$ cat src/verilog/sqk_defs.vh
`ifndef SQK_DEFS_VH
`define SQK_DEFS_VH
// Chip selects, field widths and FIFO size
`define SQK_NCS          4
`define SQK_CS_W         2
`define SQK_DIV_W        8
`define SQK_DATA_W       8
`define SQK_FIFO_DEPTH   8
`define SQK_FIFO_AW      3
// Reset values and last bit count
`define SQK_DIV_RESET    8'h01
`define SQK_DATA_RESET   8'h00
`define SQK_BITCNT_LAST  3'h7
`endif

$ cat src/verilog/sqk_fifo.v
`timescale 1ns/1ps
`default_nettype none
module sqk_fifo #(
    parameter WIDTH = 8,
    parameter DEPTH = 8,
    parameter AW    = 3
) (
    // Clock and reset
    input  wire             clock,
    input  wire             rst_n,
    input  wire             flush,
    // Fill side
    input  wire [WIDTH-1:0] in_data,
    input  wire             in_valid,
    output wire             in_ready,
    // Drain side
    output wire [WIDTH-1:0] out_data,
    output wire             out_valid,
    input  wire             out_ready
);
    reg [WIDTH-1:0] mem [0:DEPTH-1];
    reg [AW-1:0]    wr_ptr;
    reg [AW-1:0]    rd_ptr;
    reg [AW:0]      count;
    wire            push = in_valid && in_ready;
    wire            pop  = out_valid && out_ready;

    assign in_ready  = (count != DEPTH[AW:0]);
    assign out_valid = (count != {(AW+1){1'b0}});
    assign out_data  = mem[rd_ptr];

    always @(posedge clock) begin
        if (push) begin
            mem[wr_ptr] <= in_data;
        end
    end

    always @(posedge clock or negedge rst_n) begin
        if (!rst_n) begin
            wr_ptr <= {AW{1'b0}};
            rd_ptr <= {AW{1'b0}};
            count  <= {(AW+1){1'b0}};
        end else if (flush) begin
            wr_ptr <= {AW{1'b0}};
            rd_ptr <= {AW{1'b0}};
            count  <= {(AW+1){1'b0}};
        end else begin
            if (push) begin
                wr_ptr <= wr_ptr + {{(AW-1){1'b0}}, 1'b1};
            end
            if (pop) begin
                rd_ptr <= rd_ptr + {{(AW-1){1'b0}}, 1'b1};
            end
            if (push && !pop) begin
                count <= count + {{AW{1'b0}}, 1'b1};
            end else if (pop && !push) begin
                count <= count - {{AW{1'b0}}, 1'b1};
            end
        end
    end
endmodule // sqk_fifo
`default_nettype wire

$ cat src/verilog/sqk_spi.v
`timescale 1ns/1ps
`default_nettype none
`include "sqk_defs.vh"
module sqk_spi (
    // Clock and reset
    input  wire                  clock,
    input  wire                  rst_n,
    // Control register bits
    input  wire                  enable_cmd,
    input  wire                  disable_cmd,
    input  wire                  soft_reset_bit,
    input  wire                  master_mode,
    input  wire [`SQK_CS_W-1:0]  cs_select,
    // Chip select config, flattened per select
    input  wire [`SQK_NCS*`SQK_DIV_W-1:0] baud_divider_field,
    input  wire [`SQK_NCS-1:0]   clock_polarity,
    input  wire [`SQK_NCS-1:0]   phase_capture_select,
    input  wire [`SQK_NCS-1:0]   cs_in_use,
    // Transmit data register write (CPU or DMA)
    input  wire                  transmit_data_reg_wr,
    input  wire [`SQK_DATA_W-1:0] transmit_data_reg,
    output reg                   tx_wr_ready,
    // Received data read
    input  wire                  rx_read,
    output reg  [`SQK_DATA_W-1:0] rx_data,
    // Status register bits
    output reg                   spi_enabled,
    output reg                   tx_holding_empty_flag,
    output reg                   rx_full_flag,
    output reg                   busy,
    // Serial pins
    output reg                   sck,
    output reg                   mosi,
    input  wire                  miso,
    output reg  [`SQK_NCS-1:0]   cs_n
);
    localparam ST_IDLE  = 3'b001;
    localparam ST_LOW   = 3'b010;
    localparam ST_HIGH  = 3'b100;

    reg  [2:0]              state;
    reg  [`SQK_DIV_W-1:0]   div_cnt;
    reg  [2:0]              bit_cnt;
    reg  [`SQK_DATA_W-1:0]  shreg;
    reg                     glitch_pend;
    reg                     last_div_one;
    wire                    f_ready;
    wire                    f_valid;
    wire [`SQK_DATA_W-1:0]  f_data;
    wire                    f_pop;

    function [`SQK_DIV_W-1:0] div_of;
        input [`SQK_CS_W-1:0] idx;
        begin
            div_of = baud_divider_field[idx*`SQK_DIV_W +: `SQK_DIV_W];
        end
    endfunction

    function div_is_one;
        input [`SQK_CS_W-1:0] idx;
        begin
            div_is_one = (div_of(idx) == `SQK_DIV_RESET);
        end
    endfunction

    // Mixed dividers across selects in use, for the extra-pulse quirk
    reg any_one;
    reg any_other;
    integer i;
    always @* begin
        any_one   = 1'b0;
        any_other = 1'b0;
        for (i = 0; i < `SQK_NCS; i = i + 1) begin
            if (cs_in_use[i]) begin
                if (div_is_one(i[`SQK_CS_W-1:0])) begin
                    any_one = 1'b1;
                end else begin
                    any_other = 1'b1;
                end
            end
        end
    end
    wire mixed_quirk = any_one && any_other
        && clock_polarity[cs_select] && !phase_capture_select[cs_select];

    // Writes pass only while enabled; disabled writes still handshake
    wire wr_take = transmit_data_reg_wr && spi_enabled && f_ready;
    assign f_pop = (state == ST_IDLE) && f_valid && spi_enabled;

    sqk_fifo #(
        .WIDTH (`SQK_DATA_W),
        .DEPTH (`SQK_FIFO_DEPTH),
        .AW    (`SQK_FIFO_AW)
    ) u_fifo (
        .clock     (clock),
        .rst_n     (rst_n),
        .flush     (soft_reset_bit),
        .in_data   (transmit_data_reg),
        .in_valid  (wr_take),
        .in_ready  (f_ready),
        .out_data  (f_data),
        .out_valid (f_valid),
        .out_ready (f_pop)
    );

    always @(posedge clock or negedge rst_n) begin
        if (!rst_n) begin
            spi_enabled           <= 1'b0;
            tx_holding_empty_flag <= 1'b1;
            tx_wr_ready           <= 1'b0;
            rx_full_flag          <= 1'b0;
            rx_data               <= `SQK_DATA_RESET;
            busy                  <= 1'b0;
            state                 <= ST_IDLE;
            div_cnt               <= {`SQK_DIV_W{1'b0}};
            bit_cnt               <= 3'h0;
            shreg                 <= `SQK_DATA_RESET;
            glitch_pend           <= 1'b0;
            last_div_one          <= 1'b0;
            sck                   <= 1'b0;
            mosi                  <= 1'b0;
            cs_n                  <= {`SQK_NCS{1'b1}};
        end else if (soft_reset_bit) begin
            spi_enabled           <= 1'b0;
            tx_holding_empty_flag <= 1'b1;
            tx_wr_ready           <= 1'b0;
            rx_full_flag          <= 1'b0;
            rx_data               <= `SQK_DATA_RESET;
            busy                  <= 1'b0;
            state                 <= ST_IDLE;
            div_cnt               <= {`SQK_DIV_W{1'b0}};
            bit_cnt               <= 3'h0;
            glitch_pend           <= 1'b0;
            sck                   <= clock_polarity[cs_select];
            mosi                  <= 1'b0;
            cs_n                  <= {`SQK_NCS{1'b1}};
        end else begin
            if (enable_cmd) begin
                spi_enabled <= 1'b1;
            end else if (disable_cmd && master_mode) begin
                spi_enabled <= 1'b0;
            end
            // Disabled: DMA still sees ready, so its words vanish
            tx_wr_ready <= f_ready || !spi_enabled;
            // Flag follows the queue only while enabled
            if (wr_take) begin
                tx_holding_empty_flag <= 1'b0;
            end else if (spi_enabled && !f_valid) begin
                tx_holding_empty_flag <= 1'b1;
            end
            if (rx_read) begin
                rx_full_flag <= 1'b0;
            end
            case (state)
                ST_IDLE: begin
                    sck  <= clock_polarity[cs_select];
                    busy <= 1'b0;
                    if (f_pop && master_mode) begin
                        shreg        <= f_data;
                        mosi         <= f_data[`SQK_DATA_W-1];
                        bit_cnt      <= 3'h0;
                        div_cnt      <= div_of(cs_select);
                        cs_n         <= ~({{(`SQK_NCS-1){1'b0}}, 1'b1}
                                          << cs_select);
                        busy         <= 1'b1;
                        // Divider switch to or from 1 leaks one pulse
                        glitch_pend  <= mixed_quirk
                            && (last_div_one != div_is_one(cs_select));
                        last_div_one <= div_is_one(cs_select);
                        state        <= ST_LOW;
                    end else begin
                        cs_n <= {`SQK_NCS{1'b1}};
                    end
                end
                ST_LOW: begin
                    if (div_cnt > 8'h01) begin
                        div_cnt <= div_cnt - 8'h01;
                    end else begin
                        div_cnt <= div_of(cs_select);
                        sck     <= ~sck;
                        if (glitch_pend) begin
                            glitch_pend <= 1'b0;
                        end else begin
                            shreg <= {shreg[`SQK_DATA_W-2:0], miso};
                            state <= ST_HIGH;
                        end
                    end
                end
                ST_HIGH: begin
                    if (div_cnt > 8'h01) begin
                        div_cnt <= div_cnt - 8'h01;
                    end else begin
                        div_cnt <= div_of(cs_select);
                        sck     <= ~sck;
                        mosi    <= shreg[`SQK_DATA_W-1];
                        bit_cnt <= bit_cnt + 3'h1;
                        if (bit_cnt == `SQK_BITCNT_LAST) begin
                            rx_data      <= shreg;
                            rx_full_flag <= 1'b1;
                            state        <= ST_IDLE;
                        end else begin
                            state <= ST_LOW;
                        end
                    end
                end
                default: begin
                    state <= ST_IDLE;
                end
            endcase
        end
    end
endmodule // sqk_spi
`default_nettype wire

$ cat config.mk
export PLATFORM = sky130hd
export DESIGN_NAME = sqk_spi
export DESIGN_NICKNAME = d
export VERILOG_FILES = /design/src/verilog/sqk_fifo.v /design/src/verilog/sqk_spi.v
export VERILOG_INCLUDE_DIRS = /design/src /design/src/verilog
export SDC_FILE = /design/constraint.sdc
export NUM_CORES = 1
export LEC_CHECK = 0
export ABC_AREA = 1
export BUFFER_PORTS_ARGS = -buffer_cell sky130_fd_sc_hd__buf_2
export CAP_MARGIN = 15
export CORE_MARGIN = 2
export CORE_UTILIZATION = 48
export DETAILED_ROUTE_END_ITERATION = 10
export GPL_TIMING_DRIVEN = 0
export PLACE_DENSITY = 0.66
export SLEW_MARGIN = 40
export SYNTH_ARGS = -nofsm -noshare
export SYNTH_HDL_FRONTEND = slang
export SYNTH_SLANG_ARGS = --single-unit
export TNS_END_PERCENT = 5
$ cat constraint.sdc
create_clock -name clock -period 2.25 [get_ports clock]
set_input_delay 0.675 -clock clock [delete_from_list [all_inputs] [get_ports clock]]
set_output_delay 0.675 -clock clock [all_outputs]
set_load 0.005 [all_outputs]
; ---- Word level (Yosys, flattened, before mapping)
; Memories as Yosys holds them, arrays and structs flattened.
; Cells that the tools add are included.
[classes]
reduce_logical = 43
bitwise_logic = 3
add_sub_neg = 6
muxes = 81
shifts = 2
eq_ne = 20
n_lt_le_gt_ge = 2
[ops]
columns = cell, count
row1 = $mux W8, 10
row2 = $mux W1, 43
row3 = $eq A8 B1 Y1 const B, 5
row4 = $mux W3, 12
row5 = $pmux W8 S2, 2
row6 = $shiftx A32 B6 Y8, 1
row7 = $mux W4, 6
row8 = $reduce_bool A3 Y1, 6
row9 = $logic_and A1 B1 Y1, 15
row10 = $ne A3 B3 Y1 const B, 4
row11 = $reduce_and A3 Y1, 4
row12 = $reduce_bool A2 Y1, 6
row13 = $add A3 B1 Y3 const B, 3
row14 = $pmux W3 S3, 1
row15 = $gt A8 B1 Y1 const B, 1
row16 = $sub A8 B1 Y8 const B, 1
row17 = $eq A3 B3 Y1 const B, 2
row18 = $ne A2 B2 Y1 const B, 3
row19 = $pmux W1 S2, 3
row20 = $pmux W3 S2, 1
row21 = $logic_not A1 Y1, 5
row22 = $reduce_and A5 Y1, 1
row23 = $add A4 B1 Y4 const B, 1
row24 = $bmux W1 S2, 2
row25 = 17 further kinds, 19
[word_totals]
ramBits = 64
n_memories = 1
input_bits = 63
regBits = 53
[mem_list]
columns = name, depth, width, read_ports, rd_clocked_by_memory_dff, wr, line
row1 = u_fifo.mem, 8, 8, 1, 0, 1, sqk_fifo.v:21  ; reg [WIDTH-1:0] mem [0:DEPTH-1];

; ---- Depth between registers and ports, before layout
; Gate-level depths: netlist (run 1).
[depth]
depth_word = 16
ltp_mapped = 13
depth_no_buf = 12

; ---- By module
; Synthesis (run 1) repeated with hierarchy kept, for this count alone.
[hier_totals]
hier_cells = 702
hier_area_um2 = 6003.3
[by_module_without_submodules]
columns = mod, area_per_inst_um2, n_inst, cells_each
row1 = sqk_fifo, 3146.8, 1, 269
row2 = sqk_spi, 2856.5, 1, 433

; ---- Worst setup path before layout (run 1)
; No wires, ideal clock.
[synth_path]
kind = input to register
startpoint = input port transmit_data_reg_wr
endpoint = register u_fifo.count[3]
setup_slack_ps = 237
n_path_buf = 0
stages = 9
arrival_ps = 1887
cell_sequence = nand3_4 > inv_1 > nand2_1 > ha_1 > a21oi_1 > nand2_1 > xor2_1 > xnor2_1 > o22ai_1
[synth_via]
elab_chain_cells = 6
word_cells_on_any_way = 9
cone_classes = mux: 2 / reduce/logical: 7
[synth_lines]
columns = item, line
row1 = "start, declared", sqk_spi.v:20  ; input wire transmit_data_reg_wr,
row2 = $logic_and A1 B1 Y1 (*) (2 in series), sqk_spi.v:87  ; wire wr_take = transmit_data_reg_wr && spi_enabled && f_ready;
row3 = $logic_and A1 B1 Y1 (*), sqk_fifo.v:25  ; wire push = in_valid && in_ready;
row4 = $logic_and A1 B1 Y1 / $logic_not A1 Y1 (equally long branches), "sqk_fifo.v:54, sqk_fifo.v:56"
row5 = $mux W4 / $logic_and A1 B1 Y1 (equally long branches), "sqk_fifo.v:54, sqk_fifo.v:56"
row6 = $mux W4 / $reduce_bool A3 Y1 (equally long branches), --
row7 = "end signal, assigned", sqk_fifo.v:42  ; count <= {(AW+1){1'b0}};
row8 = "end signal, assigned", sqk_fifo.v:46  ; count <= {(AW+1){1'b0}};
row9 = "end signal, assigned", sqk_fifo.v:55  ; count <= count + {{AW{1'b0}}, 1'b1};
row10 = "end, declared", sqk_fifo.v:24  ; reg [AW:0] count;
; Mark *: on every way between the ends. The rest lies on a longest branch, timed or not.
; A chain may end at the register's enable or synchronous reset.

; ---- Worst setup path in the final report (run 1)
[layout_path]
startpoint = register state[0]
endpoint = register u_fifo.count[3]
[layout_via]
elab_chain_cells = 8
word_cells_on_any_way = 10
cone_classes = eq/ne: 1 / mux: 2 / reduce/logical: 7
[layout_lines]
columns = item, line
row1 = "start, declared", sqk_spi.v:41  ; reg [2:0] state;
row2 = "start signal, assigned", sqk_spi.v:114  ; state <= ST_IDLE;
row3 = "start signal, assigned", sqk_spi.v:130  ; state <= ST_IDLE;
row4 = "start signal, assigned", sqk_spi.v:170  ; state <= ST_LOW;
row5 = $eq A3 B1 Y1 (*), sqk_spi.v:88  ; assign f_pop = (state == ST_IDLE) && f_valid && spi_enabled;
row6 = $logic_and A1 B1 Y1 (*) (2 in series), sqk_spi.v:88
row7 = $logic_and A1 B1 Y1 (*), sqk_fifo.v:26  ; wire pop = out_valid && out_ready;
row8 = $logic_not A1 Y1, sqk_fifo.v:54  ; if (push && !pop) begin
row9 = $logic_and A1 B1 Y1, sqk_fifo.v:54
row10 = $mux W4, sqk_fifo.v:54
row11 = $mux W4, sqk_fifo.v:43  ; end else if (flush) begin
; Marks and branches as above.

==> impl_metrics.json, run 1 <==
{
  "status": "finished, final reports clean",
  "antenna_left": 0,
  "finalClockSkew_ps": 9.27,
  "cp_slowest_cell": "dfstp_2",
  "clkTransAtPathRegs_ps": 60,
  "holdCritPathClass": "in2async",
  "dpl.hpwl_um": 10400,
  "grt_max_degree": 54,
  "critPathArrivalTime_ps": 2410,
  "grt_util_all_layers_pct": 22.4,
  "rr_startpoint": "state[0]",
  "grt_pass1_wl_um": 23100,
  "cts_tree": "done",
  "cp-startpoint": "state[0]",
  "core_area_mm2": 0.0126,
  "antenna_found_initial": 0,
  "maxCapViolCount": 0,
  "first_global_vias": 4675,
  "post-cts-setup-buffers": 0,
  "ctsHtreeMaxLevel": 4,
  "hold_viol_final": 0,
  "utilization_pct": 58.6,
  "die_x_um": 117,
  "yosysWarningCount": 0,
  "drc": 0,
  "vias": 5163,
  "cp_data_required_time_ps": 2540,
  "routed_wl_um": 14600,
  "power_density_mw_per_mm2": 1020,
  "ys.flop_type": "edfxtp_1",
  "synth_cell_types": 46,
  "netlist_instances": 723,
  "drt-initial-drc-count": 359,
  "tightest_slew_ps": 871,
  "cts_buffers": 17,
  "worstSetupEndpointType": "flop",
  "synthArstFlopShare_pct": 45.3,
  "synth_edf_count": 64,
  "yosys.area_share.simple_pct": 27.1,
  "synth_top_family_by_area": "simple AND/OR/NAND/NOR gates",
  "ioPinCount": 82,
  "synthXorXnorAreaFrac_pct": 0.571,
  "crit_end": "u_fifo.count[3]",
  "min_period_ps": 2110,
  "rows": 41,
  "cpPeakStageDelay_ps": 590,
  "first_pass_iters": 5,
  "io_buffers": 80,
  "die-area_mm2": 0.0137,
  "r2r-end": "u_fifo.count[3]",
  "wl_per_cell_um": 14.5,
  "grt-ovfl-total": 0,
  "setup_viol": 0,
  "detail_route.vias_per_cell": 5.12,
  "drv_slew": 0,
  "fin_nets": 894,
  "avgSynthCellArea_um2": 8.48,
  "setup.worst_path.class": "reg2reg",
  "drive_gt1_share_pct": 21.9,
  "yosys_register_bits": 117,
  "root_buffer": "clkbuf_16",
  "period_share_pct": 93.9,
  "cts_max_path_buffers": 2,
  "reg2reg_slack_ps": 140,
  "start_util_pct": 48.8,
  "critPathMostFrequentCell": "nand3_4",
  "layout_commonest_cell": "nand2_1",
  "worst-path-max-fanout": 6,
  "peakVddDrop_uv": 451,
  "design_area_mm2": 0.00736,
  "fmax_ghz": 0.473,
  "final.setup.tns_ps": 0,
  "start_kind": "flop",
  "synth_mux_area_share_pct": 0,
  "netlist_area_mm2": 0.00613,
  "clkSinkCount": 117,
  "final_cell_mix": "nand2_1, nor2_1, buf_2",
  "synth_fa_ha_area_share_pct": 1.96,
  "whs_ps": 294,
  "gp_congestion": 0.874,
  "synth-compound-area-share_pct": 10.7,
  "die_h_um": 117,
  "slew_headroom_pct": 41.7,
  "placed_area_mm2": 0.00677,
  "rsz0062_at_grt": "false",
  "crit_chain": "nand3_4 -> inv_6 -> nand3_4 -> nand2_4 -> ha_1 -> a21oi_1 -> nand2_1 -> xor2_1 -> xnor2_1 -> o22ai_1",
  "syn_nets": 795,
  "worstRegToRegCells": 10,
  "p_leak_nw": 3.37,
  "yosysSeqAreaShare_pct": 53.1,
  "area_delta_synth_final_pct": 20.0,
  "clk_latency_ps": 420
}
[kinds of logic after synthesis]
kind of cell | count (synthesis)
and+or+nand+nor | 378
buffers and inverters | 99
xor gates and xnor gates | 4
DFF | 117
AOI/OAI and AO/OA | 116
adders and majority gates | 9
[per-stage QoR]
step / worst slack, ps / power (mW) / std cells
floorplan: 237 / 4.34 / 723
global placement: -34.5 / 4.85 / 975
detailed placement: -93.3 / 4.93 / 975
CTS: 54.7 / 7.53 / 1007
global route: 13.4 / 8.00 / 1007
finish: 137 / 7.52 / 1008
[power by group]
group / leakage, nW / total, mW / internal [mW] / switching (mW)
clock: 0.276 / 2.57 / 1.55 / 1.02
sequential: 1.26 / 2.76 / 2.52 / 0.240
combinational: 1.83 / 2.19 / 0.752 / 1.43
total: 3.37 / 7.52 / 4.82 / 2.70
[worst max-delay path, delay by kind of cell (launching register included)]
kind            cells  cell delay, ps
compound gates      2             210
xor+xnor            2             350
fa+ha+maj           1             280
buf+inv             1             120
flops               1             590
simple gates        4             460
[layout make-up]
class | count | area, µm²
buffer | 15 | 85.1
tap | 172 | 215
antenna | 1 | 2.50
timing repair buffer | 80 | 403
multi-input combinational | 507 | 2500
inverter | 84 | 323
sequential | 117 | 3260
fill | 1116 | 5210
clock inverter | 14 | 143
clock buffer | 18 | 429
[routing by layer]
layer | global-route usage, % | vias to the layer above | part of all wire [%]
met4 | 7.14 | 0 | 1.3
met5 | 0 | - | 0
li1 | - | 2561 | -
met2 | 34.8 | 153 | 47
met1 | 31.7 | 2433 | 46
met3 | 5.05 | 16 | 5.8
[how the worst min path moves through the flow]
stage               cells after the start     endpoint  slack [ps]         from
finish                                  1   rx_data[1]         290        rst_n
global route                            1   rx_data[1]         340        rst_n
CTS                                     1   rx_data[1]         320        rst_n
detailed placement                      2  glitch_pend         480  glitch_pend
global placement                        2         busy         480         busy
floorplan                               0   bit_cnt[0]         380        rst_n
[state kept, by name, summed over array words and instances (netlist names), 3 cells and up]
signal         flops
bit_cnt            3
cs_n               4
div_cnt            8
rx_data            8
shreg              8
state              3
u_fifo.count       4
u_fifo.mem        64
u_fifo.rd_ptr      3
u_fifo.wr_ptr      3
[synthesized netlist by cell type, types with 3 or more instances]
master / number / share of area, %
inv_2: 10 / 0.61
xor2_1: 3 / 0.43
nand2_1: 208 / 13
dfstp_2: 6 / 2.6
a21oi_1: 6 / 0.49
o22ai_1: 19 / 1.9
nor2_2: 4 / 0.41
nand2_4: 3 / 0.55
nand3_1: 31 / 2.5
buf_2: 5 / 0.41
nor2_1: 102 / 6.2
edfxtp_1: 64 / 31
o21ai_1: 10 / 0.82
o21ai_0: 69 / 5.6
nand3_4: 3 / 0.86
nor2_4: 4 / 0.73
ha_1: 8 / 1.6
inv_1: 71 / 4.3
clkbuf_1: 5 / 0.31
dfrtp_1: 47 / 19
nand2_2: 5 / 0.51
or2_2: 7 / 0.71
[repair_timing]
action / CTS / global route
pin swaps: 0 / 0
resized for setup: 1 / 6
hold buffers: 0 / 0
endpoints found under the setup margin: 1 / 1
Note: power is estimated with default switching activity, not from simulation.
==> run 2: changes to the inputs <==
Settings changed: ABC_AREA 1 to 0, PLACE_DENSITY 0.66 to 0.67, SLEW_MARGIN 40 to 20.
==> impl_metrics.json, run 2 <==
{
  "min_period_ps": 2590,
  "setup_viol": 18,
  "start_util_pct": 49.6,
  "layout_commonest_cell": "buf_2",
  "first_pass_iters": 5,
  "clk_latency_ps": 410,
  "clkSinkCount": 117,
  "power_density_mw_per_mm2": 987,
  "yosysMostFrequentCell": "edfxtp_1",
  "p_leak_nw": 2.71,
  "ctsHtreeMaxLevel": 4,
  "vias": 4080,
  "r2r-end": "u_fifo.count[3]",
  "gp_congestion": 0.884,
  "yosys_register_bits": 117,
  "peakVddDrop_uv": 672,
  "synthArstFlopShare_pct": 45.3,
  "io_buffers": 79,
  "maxCapViolCount": 0,
  "period_share_pct": 115,
  "routed_wl_um": 12900,
  "design_area_mm2": 0.00705,
  "avgSynthCellArea_um2": 13.0,
  "whs_ps": 310,
  "area_delta_synth_final_pct": 22.9,
  "synth_edf_count": 64,
  "synth.area.top_cells": "edfxtp_1, dfrtp_1, mux4_2",
  "yosysSeqAreaShare_pct": 56.7,
  "rows": 39,
  "grt_pass1_wl_um": 21300,
  "hold_buffers": 0,
  "grt-ovfl-total": 0,
  "regMostFlops": "u_fifo.mem",
  "root_buffer": "clkbuf_16",
  "antenna_left": 0,
  "netlist_area_mm2": 0.00574,
  "ioPinCount": 82,
  "reg2reg_slack_ps": -340,
  "fmax_ghz": 0.386,
  "synth_top_area_share_pct": 33.5,
  "placed_area_mm2": 0.00633,
  "tightest_slew_ps": 789,
  "dpl.hpwl_um": 8910,
  "grt_max_degree": 54,
  "status": "finished, violations left",
  "final_cell_mix": "buf_2, edfxtp_1, dfrtp_1",
  "violations": "negative setup slack",
  "yosysWarningCount": 0,
  "post-synth-top-area-cell": "edfxtp_1",
  "fin_total_pwr_mw": 6.96,
  "cts_tree": "done",
  "layoutNonFillerInstCount": 705,
  "synth_common_cells": "edfxtp_1, dfrtp_1, nand2_1",
  "drt-initial-drc-count": 299,
  "clkTransAtPathRegs_ps": 60,
  "rr_startpoint": "u_fifo.count[1]",
  "wl_per_cell_um": 18.3,
  "finalClockSkew_ps": 11.5,
  "n_antenna_cell": 0,
  "worstRegToRegCells": 8,
  "die-area_mm2": 0.0128,
  "ys.flop_type": "edfxtp_1",
  "holdCritPathClass": "in2async",
  "start_kind": "flop",
  "hold_viol_final": 0,
  "netlist_instances": 442,
  "cts_buffers": 17,
  "antenna_found_initial": 0,
  "cts_max_path_buffers": 2,
  "drv_slew": 0,
  "drive_gt1_share_pct": 35.8,
  "setup.worst_path.class": "reg2reg",
  "final.setup.tns_ps": -2930,
  "worstSetupEndpointType": "flop",
  "first_global_vias": 4325,
  "finalWorstSetupSlack_ps": -343,
  "syn_nets": 514,
  "detail_route.vias_per_cell": 5.79,
  "dpl.cell_count": 664,
  "largest_reg_flops": 64,
  "drc": 0,
  "rsz0062_at_grt": "true",
  "die_h_um": 113,
  "worst-path-max-fanout": 4,
  "synth_cell_types": 64,
  "cp_data_required_time_ps": 2530,
  "die_x_um": 113,
  "slew_headroom_pct": 47.4,
  "core_area_mm2": 0.0116,
  "grt_util_all_layers_pct": 21.7,
  "critPathArrivalTime_ps": 2870,
  "fin_nets": 621
}
[run 2: stage by stage]
| stage | utilization (%) | setup slack, ps |
|---|---|---|
| after floorplan | - | -259 |
| after CTS | 60.8 | -333 |
| final | 61.0 | -343 |
| after global routing | 61.0 | -439 |
| after global placement | 54.6 | -510 |
| after detailed placement | 54.7 | -435 |
[run 2: cell families after synthesis]
family,count (synthesis),synth area share (%)
xor gates and xnor gates,7,1.07
AOI/OAI and AO/OA,85,9.62
DFF,117,56.7
adders and majority gates,9,2.09
muxes,48,14.7
and+or+nand+nor,145,13.5
buffers and inverters,31,2.29
[run 2: worst max path at each step]
stage,from,to,slack (ps),cells after the start
after detailed placement,u_fifo.count[2],u_fifo.count[3],-430,8
after floorplan,u_fifo.count[2],u_fifo.count[3],-260,8
after global placement,transmit_data_reg_wr,u_fifo.mem[0][4],-510,4
final,u_fifo.count[1],u_fifo.count[3],-340,8
after CTS,u_fifo.count[1],u_fifo.count[3],-330,8
after global routing,u_fifo.count[1],u_fifo.count[3],-440,8
[run 2: report_power, final]
group	internal [mW]	switching, mW
clock	1.55	1.04
sequential	2.44	0.153
combinational	0.896	0.886
total	4.89	2.08
[run 2: worst max-delay path: stages (launching register included)]
cell	delay, ps
dfrtp_2	400
or4_4	550
a2111o_1	470
ha_1	320
a21o_1	170
a21oi_2	130
mux2i_1	230
xnor2_1	140
nor2_1	50
[run 2: final cells by class]
class,count,area [µm²]
buffer,21,97.6
fill,917,4510
tap,143,179
inverter,10,37.5
timing repair buffer,88,465
clock inverter,15,145
sequential,117,3260
clock buffer,17,425
multi-input combinational,294,2440
[run 2: repair_timing]
action                     in CTS  in global routing
resized for setup              18                  5
gates cloned                    0                  0
setup endpoints to repair      82                 89
pin swaps                       4                  3
hold endpoints to repair        0                  0
buffers inserted                9                  0
[run 2: routing by layer]
metal	vias up	track usage, %	part of all wire [%]
li1	1922	-	-
met3	16	4.02	4.4
met4	0	8.94	1.1
met2	103	37.7	52
met1	2039	26.7	42
met5	-	0	0
